**src/verilog/fpf_pkg.sv**
```systemverilog
// shared constants and types for the floppy phase and fifo sequencer
package fpf_pkg;
   // ****************
   // register addresses (low three address bits)
   // ****************
   localparam logic [2:0] ADDR_DOR = 3'h2;
   localparam logic [2:0] ADDR_MSR_DSR = 3'h4;
   localparam logic [2:0] ADDR_DATA = 3'h5;
   // ****************
   // field positions
   // ****************
   localparam int MSR_RQM_BIT = 7;
   localparam int MSR_DIO_BIT = 6;
   localparam int MSR_NDMA_BIT = 5;
   localparam int MSR_CB_BIT = 4;
   localparam int DOR_RESET_BIT = 2;
   localparam int DOR_DMAEN_BIT = 3;
   localparam int DSR_RESET_BIT = 7;
   // ****************
   // fifo and status constants
   // ****************
   localparam int FIFO_DEPTH = 16;
   localparam logic [7:0] BAD_TRACK = 8'hFF;
   localparam logic [1:0] IC_NORMAL = 2'h0;
   localparam logic [1:0] IC_ABNORMAL = 2'h1;
   localparam logic [1:0] IC_INVALID = 2'h2;
   localparam logic [1:0] IC_POLL = 2'h3;
   localparam logic [3:0] THR_RESET = 4'h0;
   // reset bit low: the core stays held until the host writes it high
   localparam logic [7:0] DOR_RESET_VAL = 8'h00;
   // ****************
   // phases
   // ****************
   typedef enum logic [2:0] {FPF_IDLE, FPF_CMD, FPF_EXEC_RD, FPF_EXEC_WR, FPF_DRAIN, FPF_RESULT} fpf_phase_e;
   // disk-side error events of one command
   typedef struct packed {
      logic end_of_track;
      logic id_crc;
      logic data_crc;
      logic no_data;
      logic wp_hit;
      logic no_id_mark;
      logic no_data_mark;
      logic mark_mismatch;
      logic bad_cyl_seen;
   } fpf_err_s;
endpackage
```
**src/verilog/fpf_ctrl.sv**
```systemverilog
// phase sequencer, data fifo and status byte encoder
`timescale 1ns/1ns
// ****************
// What this block does
// - status1 bit7 end of track, bits 6,3 zero
// - status1 bit5 on id or data crc
// - status1 bit4 on overrun or underrun
// - status1 bit2 when sector not found
// - status1 bit1 write protect, bit0 missing mark
// - status2 bit6 on data mark type mismatch
// - status2 bit5 on data field crc
// - status2 bit4 wrong track, bit1 bad track
// - status3 shows drive lines, bits 5,3 one
// - any reset ends work and returns idle
// - pin reset sets control reset bit, keeps specify
// - rate reset self clears, control reset dominates
// - interface select enables dma bit, active-high tc
// - command bytes need request 1, direction 0
// - pio read requests at sixteen minus threshold
// - pio write requests until full, then threshold
// - dma read request at threshold, drop when empty
// - dma write request, dropped by qualified tc
// - transfers end on tc, overrun or track end
// - result read with request and direction one
// - main status bit7 request, bit6 direction
// - interrupt code encodes only 00 normal and 01 abnormal
// ****************
module fpf_ctrl #(
   parameter int DEPTH = 16,
   parameter int CMD_BYTES = 9,
   parameter int RES_BYTES = 7
) (
   // clock and reset
   input wire logic clk,
   input wire logic reset,
   // host bus
   input wire logic [2:0] addr,
   input wire logic read_strobe_n,
   input wire logic write_strobe_n,
   input wire logic [7:0] data_in,
   output logic [7:0] data_out,
   output logic data_oe_n,
   // dma and interrupt
   input wire logic dma_acknowledge_n,
   input wire logic terminal_count,
   output logic dma_request,
   output logic irq,
   input wire logic interface_select,
   // disk side
   input wire logic disk_byte_valid,
   input wire logic [7:0] disk_byte,
   input wire logic disk_sector_last,
   input wire logic disk_take,
   input wire logic disk_done,
   input wire fpf_pkg::fpf_err_s disk_err,
   input wire logic [7:0] id_track,
   input wire logic [7:0] cur_track,
   input wire logic write_protect_in,
   input wire logic track_zero_input,
   input wire logic head_select_output,
   input wire logic [1:0] drive_select_bits,
   // configuration
   input wire logic cfg_load,
   input wire logic cfg_fifo_en,
   input wire logic [3:0] cfg_fifo_threshold_field,
   input wire logic spec_load,
   input wire logic spec_non_dma,
   input wire logic cmd_is_write,
   input wire logic cmd_has_exec,
   // core outputs
   output logic [7:0] disk_wr_byte,
   output logic core_reset,
   output logic polling_en
);
   localparam int CW = $clog2(DEPTH + 1);
   localparam int AW = $clog2(DEPTH);

   fpf_pkg::fpf_phase_e ph_r, ph_nxt;
   logic [7:0] mem_r [DEPTH];
   logic [AW-1:0] wp_r, wp_nxt, rp_r, rp_nxt;
   logic [CW-1:0] cnt_r, cnt_nxt;
   logic [3:0] bc_r, bc_nxt;
   logic [7:0] dor_r, dor_nxt;
   logic dsr_rst_r, dsr_rst_nxt;
   logic fifo_en_r, fifo_en_nxt;
   logic [3:0] thr_r, thr_nxt;
   logic non_dma_r, non_dma_nxt;
   logic rqm_r, rqm_nxt;
   logic req_r, req_nxt;
   logic last_r, last_nxt;
   logic tc_seen_r, tc_seen_nxt;
   logic ovr_r, ovr_nxt;
   fpf_pkg::fpf_err_s err_r, err_nxt;
   logic [7:0] dout_r, dout_nxt;
   logic [7:0] st0, st1, st2, st3, res_byte;
   logic [CW-1:0] thr_eff, lvl;
   logic rd, wr, acc_data, dma_sel, tc_act, push, pop, host_side_pop, host_side_push;
   logic wr_prev_r, rd_prev_r;

   // strobe edges; a data cycle is the data address or, in select mode, an acknowledge alone
   // acknowledge alone reaches fifo only with interface select high
   assign dma_sel = interface_select && !dma_acknowledge_n;
   assign acc_data = (addr == fpf_pkg::ADDR_DATA) || dma_sel;
   assign rd = !read_strobe_n && rd_prev_r;
   assign wr = !write_strobe_n && wr_prev_r;
   assign tc_act = interface_select ? terminal_count : !terminal_count;
   // any reset source holds the core
   // control bit dominates self-clearing rate bit
   assign core_reset = reset || !dor_r[fpf_pkg::DOR_RESET_BIT] || dsr_rst_r;
   // effective threshold is field plus one
   assign thr_eff = CW'(thr_r) + CW'(1);
   assign lvl = CW'(DEPTH) - thr_eff;
   assign host_side_pop = rd && acc_data && (ph_r == fpf_pkg::FPF_EXEC_RD);
   assign host_side_push = wr && acc_data && (ph_r == fpf_pkg::FPF_EXEC_WR);
   assign push = (ph_r == fpf_pkg::FPF_EXEC_RD) ? (disk_byte_valid && cnt_r != CW'(DEPTH)) : host_side_push;
   assign pop = (ph_r == fpf_pkg::FPF_EXEC_RD) ? host_side_pop : (disk_take && cnt_r != '0);
   assign disk_wr_byte = mem_r[rp_r];

   // status byte encoding
   always_comb begin
      st0 = {(ovr_r || !tc_seen_r) ? fpf_pkg::IC_ABNORMAL : fpf_pkg::IC_NORMAL, 3'h0, head_select_output,
         drive_select_bits};
      st1 = {err_r.end_of_track || !tc_seen_r, 1'b0, err_r.id_crc || err_r.data_crc, ovr_r, 1'b0,
         err_r.no_data, err_r.wp_hit, err_r.no_id_mark || err_r.no_data_mark};
      st2 = {1'b0, err_r.mark_mismatch, err_r.data_crc, err_r.bad_cyl_seen, 2'h0,
         err_r.bad_cyl_seen && (id_track == fpf_pkg::BAD_TRACK), err_r.no_data_mark};
      st3 = {1'b0, write_protect_in, 1'b1, track_zero_input, 1'b1, head_select_output, drive_select_bits};
      case (bc_r)
         4'h0: res_byte = st0;
         4'h1: res_byte = st1;
         4'h2: res_byte = st2;
         4'h3: res_byte = st3;
         default: res_byte = cur_track;
      endcase
   end

   // phase, fifo and register next state
   always_comb begin
      ph_nxt = ph_r;
      wp_nxt = wp_r;
      rp_nxt = rp_r;
      cnt_nxt = cnt_r;
      bc_nxt = bc_r;
      dor_nxt = dor_r;
      dsr_rst_nxt = 1'b0;
      fifo_en_nxt = fifo_en_r;
      thr_nxt = thr_r;
      non_dma_nxt = non_dma_r;
      rqm_nxt = rqm_r;
      req_nxt = req_r;
      last_nxt = last_r;
      tc_seen_nxt = tc_seen_r;
      ovr_nxt = ovr_r;
      err_nxt = err_r | disk_err;
      dout_nxt = dout_r;
      if (wr && addr == fpf_pkg::ADDR_DOR && !dma_sel) begin
         dor_nxt = data_in;
      end
      if (wr && addr == fpf_pkg::ADDR_MSR_DSR && !dma_sel) begin
         dsr_rst_nxt = data_in[fpf_pkg::DSR_RESET_BIT];
      end
      if (spec_load) begin
         non_dma_nxt = spec_non_dma;
      end
      if (cfg_load) begin
         fifo_en_nxt = cfg_fifo_en;
         thr_nxt = cfg_fifo_threshold_field;
      end
      if (push) begin
         wp_nxt = wp_r + AW'(1);
      end
      if (pop) begin
         rp_nxt = rp_r + AW'(1);
      end
      cnt_nxt = cnt_r + CW'(push) - CW'(pop);
      if (disk_sector_last && disk_byte_valid) begin
         last_nxt = 1'b1;
      end
      if (tc_act && (!dma_acknowledge_n || !interface_select)) begin
         tc_seen_nxt = 1'b1;
      end
      // disk byte with full fifo or write fifo starved
      if ((ph_r == fpf_pkg::FPF_EXEC_RD && disk_byte_valid && cnt_r == CW'(DEPTH)) ||
         (ph_r == fpf_pkg::FPF_EXEC_WR && disk_take && cnt_r == '0 && !tc_seen_r)) begin
         ovr_nxt = 1'b1;
      end
      if (rd && addr == fpf_pkg::ADDR_DATA) begin
         dout_nxt = (ph_r == fpf_pkg::FPF_RESULT) ? res_byte : mem_r[rp_r];
      end else if (rd && addr == fpf_pkg::ADDR_MSR_DSR) begin
         dout_nxt = 8'h00;
         dout_nxt[fpf_pkg::MSR_RQM_BIT] = rqm_r;
         dout_nxt[fpf_pkg::MSR_DIO_BIT] = (ph_r == fpf_pkg::FPF_RESULT) || (ph_r == fpf_pkg::FPF_EXEC_RD);
         dout_nxt[fpf_pkg::MSR_NDMA_BIT] = non_dma_r && (ph_r == fpf_pkg::FPF_EXEC_RD || ph_r == fpf_pkg::FPF_EXEC_WR);
         dout_nxt[fpf_pkg::MSR_CB_BIT] = (ph_r != fpf_pkg::FPF_IDLE);
      end
      case (ph_r)
         fpf_pkg::FPF_IDLE: begin
            // command byte accepted only with request high
            rqm_nxt = 1'b1;
            req_nxt = 1'b0;
            if (wr && addr == fpf_pkg::ADDR_DATA && rqm_r) begin
               ph_nxt = fpf_pkg::FPF_CMD;
               bc_nxt = 4'h1;
               rqm_nxt = 1'b0;
               err_nxt = '0;
               ovr_nxt = 1'b0;
               tc_seen_nxt = 1'b0;
               last_nxt = 1'b0;
            end
         end
         fpf_pkg::FPF_CMD: begin
            // request drops per byte, fifo kept empty
            rqm_nxt = !(wr && addr == fpf_pkg::ADDR_DATA);
            wp_nxt = '0;
            rp_nxt = '0;
            cnt_nxt = '0;
            if (wr && addr == fpf_pkg::ADDR_DATA && rqm_r) begin
               bc_nxt = bc_r + 4'h1;
               if (bc_r == 4'(CMD_BYTES - 1)) begin
                  bc_nxt = 4'h0;
                  ph_nxt = !cmd_has_exec ? fpf_pkg::FPF_IDLE :
                     cmd_is_write ? fpf_pkg::FPF_EXEC_WR : fpf_pkg::FPF_EXEC_RD;
                  rqm_nxt = 1'b0;
               end
            end
         end
         fpf_pkg::FPF_EXEC_RD: begin
            // request at level or sector end, drop on empty
            if ((fifo_en_r ? (cnt_r >= lvl) : (cnt_r != '0)) || (last_r && cnt_r != '0)) begin
               req_nxt = 1'b1;
            end
            if (cnt_nxt == '0 || (last_r && cnt_r == CW'(1) && pop)) begin
               req_nxt = 1'b0;
            end
            // end on tc, overrun or track end once drained
            if ((disk_done || tc_seen_r || ovr_r) && cnt_r == '0) begin
               ph_nxt = fpf_pkg::FPF_RESULT;
               req_nxt = 1'b1;
            end
         end
         fpf_pkg::FPF_EXEC_WR: begin
            // request from start until full, again at threshold
            // dropped by tc, qualified by acknowledge in select mode only
            if (cnt_nxt == CW'(DEPTH)) begin
               req_nxt = 1'b0;
            end else if (!fifo_en_r || cnt_r <= CW'(DEPTH) - thr_eff || cnt_r == '0) begin
               req_nxt = 1'b1;
            end
            if (tc_seen_r || ovr_r || (non_dma_r && !tc_act && dma_acknowledge_n && 1'b0)) begin
               req_nxt = 1'b0;
            end
            if (tc_seen_r || ovr_r || disk_done) begin
               ph_nxt = fpf_pkg::FPF_DRAIN;
               req_nxt = 1'b0;
            end
         end
         fpf_pkg::FPF_DRAIN: begin
            // request already down while fifo drains
            req_nxt = 1'b0;
            if (cnt_r == '0 || disk_done) begin
               ph_nxt = fpf_pkg::FPF_RESULT;
               req_nxt = 1'b1;
            end
         end
         fpf_pkg::FPF_RESULT: begin
            // results read with direction one, then idle
            rqm_nxt = 1'b1;
            if (rd && addr == fpf_pkg::ADDR_DATA && rqm_r) begin
               req_nxt = 1'b0;
               bc_nxt = bc_r + 4'h1;
               if (bc_r == 4'(RES_BYTES - 1)) begin
                  bc_nxt = 4'h0;
                  ph_nxt = fpf_pkg::FPF_IDLE;
               end
            end
         end
         default: ph_nxt = fpf_pkg::FPF_IDLE;
      endcase
      if (ph_r == fpf_pkg::FPF_EXEC_RD || ph_r == fpf_pkg::FPF_EXEC_WR) begin
         rqm_nxt = req_nxt && non_dma_r;
      end
      // rate reset clears core state, not the control register
      if (dsr_rst_r || !dor_r[fpf_pkg::DOR_RESET_BIT]) begin
         ph_nxt = fpf_pkg::FPF_IDLE;
         fifo_en_nxt = 1'b0;
         thr_nxt = fpf_pkg::THR_RESET;
         wp_nxt = '0;
         rp_nxt = '0;
         cnt_nxt = '0;
         bc_nxt = 4'h0;
         req_nxt = 1'b0;
         rqm_nxt = 1'b0;
      end
   end

   // registers; pin reset keeps the specify setting
   always_ff @(posedge clk) begin
      if (push) begin
         mem_r[wp_r] <= (ph_r == fpf_pkg::FPF_EXEC_RD) ? disk_byte : data_in;
      end
      wr_prev_r <= write_strobe_n;
      rd_prev_r <= read_strobe_n;
      non_dma_r <= non_dma_nxt;
      if (reset) begin
         ph_r <= fpf_pkg::FPF_IDLE;
         wp_r <= '0;
         rp_r <= '0;
         cnt_r <= '0;
         bc_r <= 4'h0;
         // control reset bit set by the pin
         dor_r <= fpf_pkg::DOR_RESET_VAL;
         dsr_rst_r <= 1'b0;
         fifo_en_r <= 1'b0;
         thr_r <= fpf_pkg::THR_RESET;
         rqm_r <= 1'b0;
         req_r <= 1'b0;
         last_r <= 1'b0;
         tc_seen_r <= 1'b0;
         ovr_r <= 1'b0;
         err_r <= '0;
         dout_r <= 8'h00;
      end else begin
         ph_r <= ph_nxt;
         wp_r <= wp_nxt;
         rp_r <= rp_nxt;
         cnt_r <= cnt_nxt;
         bc_r <= bc_nxt;
         dor_r <= dor_nxt;
         dsr_rst_r <= dsr_rst_nxt;
         fifo_en_r <= fifo_en_nxt;
         thr_r <= thr_nxt;
         rqm_r <= rqm_nxt;
         req_r <= req_nxt;
         last_r <= last_nxt;
         tc_seen_r <= tc_seen_nxt;
         ovr_r <= ovr_nxt;
         err_r <= err_nxt;
         dout_r <= dout_nxt;
      end
   end

   // pins
   assign data_out = dout_r;
   assign data_oe_n = read_strobe_n;
   // dma request gated by the dma enable bit in select mode
   assign dma_request = req_r && !non_dma_r && (!interface_select || dor_r[fpf_pkg::DOR_DMAEN_BIT]) &&
      (ph_r == fpf_pkg::FPF_EXEC_RD || ph_r == fpf_pkg::FPF_EXEC_WR);
   // interrupt follows request in non-dma execution and in results; the idle tc and acknowledge term never masks it
   assign irq = req_r && (non_dma_r || ph_r == fpf_pkg::FPF_RESULT) &&
      !(ph_r == fpf_pkg::FPF_EXEC_WR && !tc_act && dma_acknowledge_n && !non_dma_r);
   assign polling_en = !core_reset;
endmodule

```
**config.mk**
```make
export PLATFORM = sky130hd
export DESIGN_NAME = fpf_ctrl
export DESIGN_NICKNAME = d
export VERILOG_FILES = /design/src/verilog/fpf_pkg.sv /design/src/verilog/fpf_ctrl.sv
export SDC_FILE = /design/constraint.sdc
export NUM_CORES = 1
export LEC_CHECK = 0
export BUFFER_PORTS_ARGS = -buffer_cell sky130_fd_sc_hd__buf_4
export CORE_ASPECT_RATIO = 2
export CORE_UTILIZATION = 47
export CTS_CLUSTER_DIAMETER = 40
export DETAILED_ROUTE_END_ITERATION = 7
export HOLD_SLACK_MARGIN = 0.08
export PLACE_DENSITY = 0.71
export SLEW_MARGIN = 5
export SYNTH_ARGS = -nofsm -noshare
export SYNTH_HDL_FRONTEND = slang
export SYNTH_SLANG_ARGS = --single-unit
export TNS_END_PERCENT = 5
```
**constraint.sdc**
```tcl
create_clock -name clk -period 3.8 [get_ports clk]
set_input_delay 0.57 -clock clk [delete_from_list [all_inputs] [get_ports clk]]
set_output_delay 0.57 -clock clk [all_outputs]
set_load 0.005 [all_outputs]
```
=== Yosys cells after proc, flatten, opt, wreduce, memory -nomap -nowiden ===
Memory sizes are Yosys's and may differ from the RTL's. A register that Yosys moved wholly into a read port is not among the register bits.
Cells that the tools add are included.

* Memories: 1
* Output and inout port bits: 21
* RAM bits: 128
* Bits in registers: 55
* Bits of input ports: 70

* Bitwise operators: 2
* Equal/unequal tests: 26
* $add $sub $neg: 7
* Order comparisons: 2
* Muxes and demuxes: 57
* Reductions and logical operators: 91

{| class="wikitable"
|+ Memory list
! name !! words !! width !! rd ports !! clocked after memory_dff !! write ports !! RTL line !! source
|-
| mem_r || 16 || 8 || 1 || 1 || 1 || fpf_ctrl.sv:79 || <nowiki>logic [7:0] mem_r [DEPTH];</nowiki>
|}

{| class="wikitable"
|+ Operators with widths
! operator !! number
|-
| logical AND 1 bit || 40
|-
| 2-to-1 mux 8 bit || 4
|-
| one-hot mux 8 bit (4 select lines) || 1
|-
| 2-to-1 mux 1 bit || 30
|-
| 2-to-1 mux 4 bit || 7
|-
| 2-to-1 mux 3 bit || 8
|-
| logical OR 1 bit || 23
|-
| 2-to-1 mux 9 bit || 2
|-
| one-hot mux 3 bit (6 select lines) || 1
|-
| logical NOT 1 bit || 14
|-
| != test 2 bit, second input constant || 7
|-
| adder 4 x 1 -> 4 bit, second input constant || 3
|-
| == test 3 bit, second input constant || 4
|-
| one-hot mux 4 bit (3 select lines) || 1
|-
| == test 5 bit, second input constant || 2
|-
| logical NOT 5 bit || 2
|-
| == test 3 x 2 -> 1 bit, second input constant || 3
|-
| bitwise OR 9 bit || 1
|-
| == test 4 x 2 -> 1 bit, second input constant || 2
|-
| == test 8 bit, second input constant || 1
|-
| AND reduction 8 bit || 1
|-
| nonzero test 3 bit || 2
|-
| adder 4 x 1 -> 5 bit, second input constant || 1
|-
| adder 5 x 1 -> 5 bit || 1
|-
| other kinds (23) || 24
|}

=== Logic depth before layout (Yosys ltp) ===
* Depth after elaboration: 15
* Gate-level depth with buffers: 17
* Mapped depth without buffers: 16

=== Worst setup path after synthesis ===
Ideal clock, no wire load.

* Path type: in2reg
* From: in addr[0]
* To: reg req_r
* Setup slack: 269 ps
* Required time: 3713 ps
* Setup time: 87 ps
* Arrival time: 3444 ps
* Stages: 17
* Cells stage by stage: buf_4 -> and3b_1 -> buf_2 -> nor2_1 -> o32ai_2 -> inv_1 -> ha_1 -> inv_1 -> ha_1 -> inv_1 -> fa_1 -> nand2b_1 -> a21oi_1 -> xor2_1 -> a221oi_1 -> o21ai_0 -> o31ai_1

* Word-level cells in the longest chain between the ends: 12

{| class="wikitable"
|+ RTL lines
! element !! RTL line !! source
|-
| start, declared || fpf_ctrl.sv:37 || <nowiki>input wire logic [2:0] addr,</nowiki>
|-
| == test 3 bit * || fpf_ctrl.sv:103, fpf_ctrl.sv:268 ||
|-
| logical OR 1 bit || fpf_ctrl.sv:103 || <nowiki>assign acc_data = (addr == fpf_pkg::ADDR_DATA) || dma_sel;</nowiki>
|-
| logical AND 1 bit (2 in a row) || fpf_ctrl.sv:114 || <nowiki>assign host_side_push = wr && acc_data && (ph_r == fpf_pkg::FPF_EXEC_WR);</nowiki>
|-
| 2-to-1 mux 1 bit || fpf_ctrl.sv:115 || <nowiki>assign push = (ph_r == fpf_pkg::FPF_EXEC_RD) ? (disk_byte_valid && cnt_r != CW'(DEPTH)) : host_side_push;</nowiki>
|-
| adder 5 x 1 -> 5 bit || fpf_ctrl.sv:175 || <nowiki>cnt_nxt = cnt_r + CW'(push) - CW'(pop);</nowiki>
|-
| subtractor 5 x 1 -> 5 bit || fpf_ctrl.sv:175 ||
|-
| == test 5 bit / logical NOT 5 bit (equally long branches) || fpf_ctrl.sv:244, fpf_ctrl.sv:232 ||
|-
| 2-to-1 mux 1 bit / logical OR 1 bit (equally long branches) || fpf_ctrl.sv:244, fpf_ctrl.sv:232 ||
|-
| 2-to-1 mux 1 bit (on tied branches) || fpf_ctrl.sv:249, fpf_ctrl.sv:232 ||
|-
| 2-to-1 mux 1 bit (on tied branches) || fpf_ctrl.sv:252, fpf_ctrl.sv:236 ||
|-
| one-hot mux 1 bit (5 select lines) * || fpf_ctrl.sv:196 || <nowiki>case (ph_r)</nowiki>
|-
| end signal, assigned || fpf_ctrl.sv:333 || <nowiki>req_r <= req_nxt;</nowiki>
|-
| end, declared || fpf_ctrl.sv:89 || <nowiki>logic req_r, req_nxt;</nowiki>
|}

Mark *: on every way between the ends. The rest lies on a longest branch, timed or not.
A chain may end at the register's enable or synchronous reset.

=== Worst setup path in the final report ===
* From: reg cnt_r[2]
* To: reg req_r

{| class="wikitable"
|+ RTL lines
! element !! RTL line !! source
|-
| start, declared || fpf_ctrl.sv:81 || <nowiki>logic [CW-1:0] cnt_r, cnt_nxt;</nowiki>
|-
| start signal, assigned || fpf_ctrl.sv:326 || <nowiki>cnt_r <= cnt_nxt;</nowiki>
|-
| nonzero test 5 bit * || fpf_ctrl.sv:116 || <nowiki>assign pop = (ph_r == fpf_pkg::FPF_EXEC_RD) ? host_side_pop : (disk_take && cnt_r != '0);</nowiki>
|-
| logical AND 1 bit * || fpf_ctrl.sv:116 ||
|-
| 2-to-1 mux 1 bit * || fpf_ctrl.sv:116 ||
|-
| net pop || fpf_ctrl.sv:97 || <nowiki>logic rd, wr, acc_data, dma_sel, tc_act, push, pop, host_side_pop, host_side_push;</nowiki>
|-
| subtractor 5 x 1 -> 5 bit || fpf_ctrl.sv:175 ||
|-
| == test 5 bit / logical NOT 5 bit (equally long branches) || fpf_ctrl.sv:244, fpf_ctrl.sv:232 ||
|-
| 2-to-1 mux 1 bit / logical OR 1 bit (equally long branches) || fpf_ctrl.sv:244, fpf_ctrl.sv:232 ||
|-
| 2-to-1 mux 1 bit (on tied branches) || fpf_ctrl.sv:249, fpf_ctrl.sv:232 ||
|-
| 2-to-1 mux 1 bit (on tied branches) || fpf_ctrl.sv:252, fpf_ctrl.sv:236 ||
|-
| one-hot mux 1 bit (5 select lines) * || fpf_ctrl.sv:196 ||
|}

The timed path passes the listed nets; every way through them passes the cells marked *.

==> impl_results.md <==
* Status: finished clean
* Final antenna diode count at 0
* Synthesis warning total at 0
* Gp weighted congestion at 0.874
* Starting density of the core at 0.485
* Total Wirelength at 20.0 mm
* Vias in the first global route at 5,804
* Portion of the post-synthesis area used by sequential elements at 0.611
* 1st-iter DRT viols at 297
* Post-synth ARST share at 0
* Pwr per Cell Area at 414 nW/um2
* Path category of the worst min-delay check: in -> reg
* Total Routing Usage GR at 0.235
* Post-synthesis cell type count at 65
* CP Data Required Time at 4.08 ns
* Fraction of the mapped netlist area in adder cells at 0.0346
* End point of the critical path: req_r
* Cell type contributing the most total cell area after synthesis: edfxtp_1
* Clock latency on the worst-skew pair at 0.42 ns
* Average detailed-routed wire length per instance at 21.6 um
* Cell-by-cell listing of the critical path: inv_1 > ha_1 > or4b_1 > nand3_1 > nand2_1 > ha_1 > inv_1 > ha_1 > inv_1 > fa_1 > nand2b_1 > a21oi_2 > xor2_2 > a221oi_2 > o21ai_0 > o31ai_1
* Number of antenna violations at the first check in global routing at 0
* Final Hold Fails at 0
* Worst reg-to-reg path cell count at 16
* Row cnt at 67
* Leakage power figure at 3.45 nW
* Combinational family with the most area after synthesis: multiplexers
* Highest fanout seen on the critical path at 5
* TritonCTS clock tree: built
* Mux cell area share after synthesis at 0.118
* Minimum setup slack among reg-to-reg paths at 0.29 ns
* Share of synthesized cell area in and, or, nand and nor gates at 0.117
* Number of hold-repair buffers added at the cts stage at 0
* Final Skew at 0.00726 ns
* Setup TNS at 0 ns
* Layout net count at 800
* Worst slew margin at 0.406
* Area delta synth->final at 20.2%
* Power after layout at 4.07 mW
* Final worst-path cycle share at 0.923
* Number of detailed-routing iterations run before antenna repair at 5
* Placed wire-length estimate at 14.9 mm
* Total count of max-transition violations in the final report at 0
* H-Tree Level Count at 4
* Width of the die at 95.3 um
* Fraction of the mapped netlist area in compound gates at 0.0826
* Arrival time worst endpoint at 3.79 ns
* Number of clock buffers inserted by TritonCTS at 17
* RSZ-0062 raised after global routing: false
* Cell area after synthesis at 8180 um2
* Primary FF master, synth: edfxtp_1
* CORE AREA at 16,800 um2
* Pin count of the biggest net entering global routing at 33
* Fraction of synthesized cell area taken by the top area cell type at 0.474
* Count of state elements after synthesis at 185
* Synth Instances at 600
* Number of max-cap violations at 0
* Vias after detailed routing at 5,465
* Transition time of the tightest slew-check pin at 0.884 ns
* Worst vdd ir at 0.306 mV
* Achievable frequency at 0.285 GHz
* CTS clock-pin slew for the worst setup and hold paths at 0.07 ns
* Final std cells w/o fill at 928
* Number of primary I/O pins at 91
* Number of vias per cell after detailed routing at 5.89
* Maximum cell stage delay along the critical path at 0.50 ns
* CP endpoint kind: flip-flop
* Launch instance of the worst register-to-register path: cnt_r[2]
* Average size of a mapped cell at 13.6 um2
* Syn Nets at 692
* Wire length of the first global-routing pass at 30.4 mm
* Final Setup Violations at 0
* Vert. Die Dim at 189 um
* Number of routed nets with antenna violations at 0
* Post-synth EDFFs at 129
* Total grt overflow at 0
* Multi-input combinational cell area at 3010 um2
* Worst r2r dst: req_r
* Worst Setup Path Type: reg -> reg
* Port buffer count at 90
* Final Core Density at 0.583
* Root Buffer: clkbuf_16
* Startpoint Class: flip-flop
* Minimum clock period at 3.51 ns
* Hold_sp: write_strobe_n
* Crit path launch: cnt_r[2]
* TritonCTS Sinks at 185
* Critical path's slowest cell: or4b_1
* Leading post-synthesis cells by cell area: edfxtp_1, dfxtp_1, mux4_2, ha_1, nor2_1
* Number of filler instances in the final layout at 1,311
* DRC viols at 0
* Full die area at 18,000 um2
* Post-synthesis xor/xnor area fraction at 0.0118
* Sequential cell area at 5000 um2
* Post-placement cell count at 896
* Fraction of layout instances using a drive strength above 1 at 0.283
* Maximum clock path buffer count at 2
per-layer routing:
metal	routed length [um]	track usage
met5	0	0
met3	732	0.0428
met4	1120	0.142
met2	11700	0.448
met1	6480	0.219
worst min path at each step:
stage | to | cells after the start
finish | wr_prev_r | 1
global route | wr_prev_r | 1
CTS | wr_prev_r | 1
detailed placement | err_r[8] | 1
global placement | err_r[8] | 1
floorplan | err_r[8] | 1
worst max-delay path, delay by kind of cell, from the launching register on:
kind	cells	cell delay (ns)
buf+inv	3	0.20
xor+xnor	1	0.19
simple gates	4	0.97
compound gates	4	0.61
fa+ha+maj	4	1.07
flops	1	0.33
final cells by class:
cell class	instances	area share
Sequential cell	185	0.508
Multi-Input combinational cell	365	0.306
Timing Repair Buffer	117	0.0907
Clock buffer	17	0.0433
Tap cell	207	0.0264
Clock inverter	15	0.0169
Inverter	22	0.00840
layout by cell type (no fill, tap or decap), drive strengths merged, types with 10 or more instances in the layout:
cell type  instances
clkbuf            17
mux2i             13
inv               27
o21a              11
nand2             51
nor3              12
nand3             10
o21ai             14
nor2b             11
buf              117
edfxtp           129
nor2              65
a21oi             15
mux4              37
ha                21
dfxtp             56
per-stage QoR:
stage                     setup slack, ns  instance area, um2  hold slack, ns
after floorplan                     0.269                8180           0.419
after global placement              0.271                9210           0.439
after detailed placement            0.146                9210           0.448
after CTS                           0.249                9800           0.249
after global routing               0.0256                9830           0.251
final                               0.291                9830           0.268
cell usage after synthesis, types with 3 or more instances:
library cell and instances:
inv_1 22, nor3b_1 3, buf_4 3, xnor2_1 3
edfxtp_1 129, o32ai_1 3, nand3_1 10, a22oi_1 3
o21a_1 11, nor2b_1 11, ha_1 21, and2_1 4
nor2_1 64, o21ai_0 14, a221oi_1 4, nand3b_1 4
mux4_2 37, a211oi_1 7, o211ai_1 4, a21oi_1 15
a41oi_1 3, mux2i_1 13, o31ai_1 5, clkbuf_1 12
dfxtp_1 56, buf_2 9, nor3_1 12, nand2b_1 7
buf_1 4, nand4_1 5, xor2_1 8, nand2_1 51
a221o_1 3
where the power goes:
group | switching, mW | leakage (nW) | internal, mW
registers | 0.00906 | 1.62 | 2.16
logic | 0.0600 | 1.56 | 0.0685
clock network | 0.781 | 0.281 | 0.984
cell families (layout without fill, tap and decap cells):
logic type	after synthesis	count (layout)
flip-flops	185	185
AND/OR/NAND/NOR	191	191
XOR/XNOR	11	11
multiplexers	50	50
buffers and inverters	50	171
AO/OA/AOI/OAI	91	91
adder cells (fa/ha/maj)	22	22
state kept, by name (all words and copies together) (netlist names), 2 cells and up, named ones only:
register,flops
dor_r,2
err_r,9
wp_r,4
data_out,8
thr_r,4
ph_r,3
mem_r,128
cnt_r,5
rp_r,4
bc_r,4
timing repair:
| action | CTS | global route |
|---|---|---|
| resized for setup | 0 | 5 |
| setup buffers | 0 | 0 |
| setup endpoints to repair | 0 | 2 |
Power figures use the tool's default switching activity.
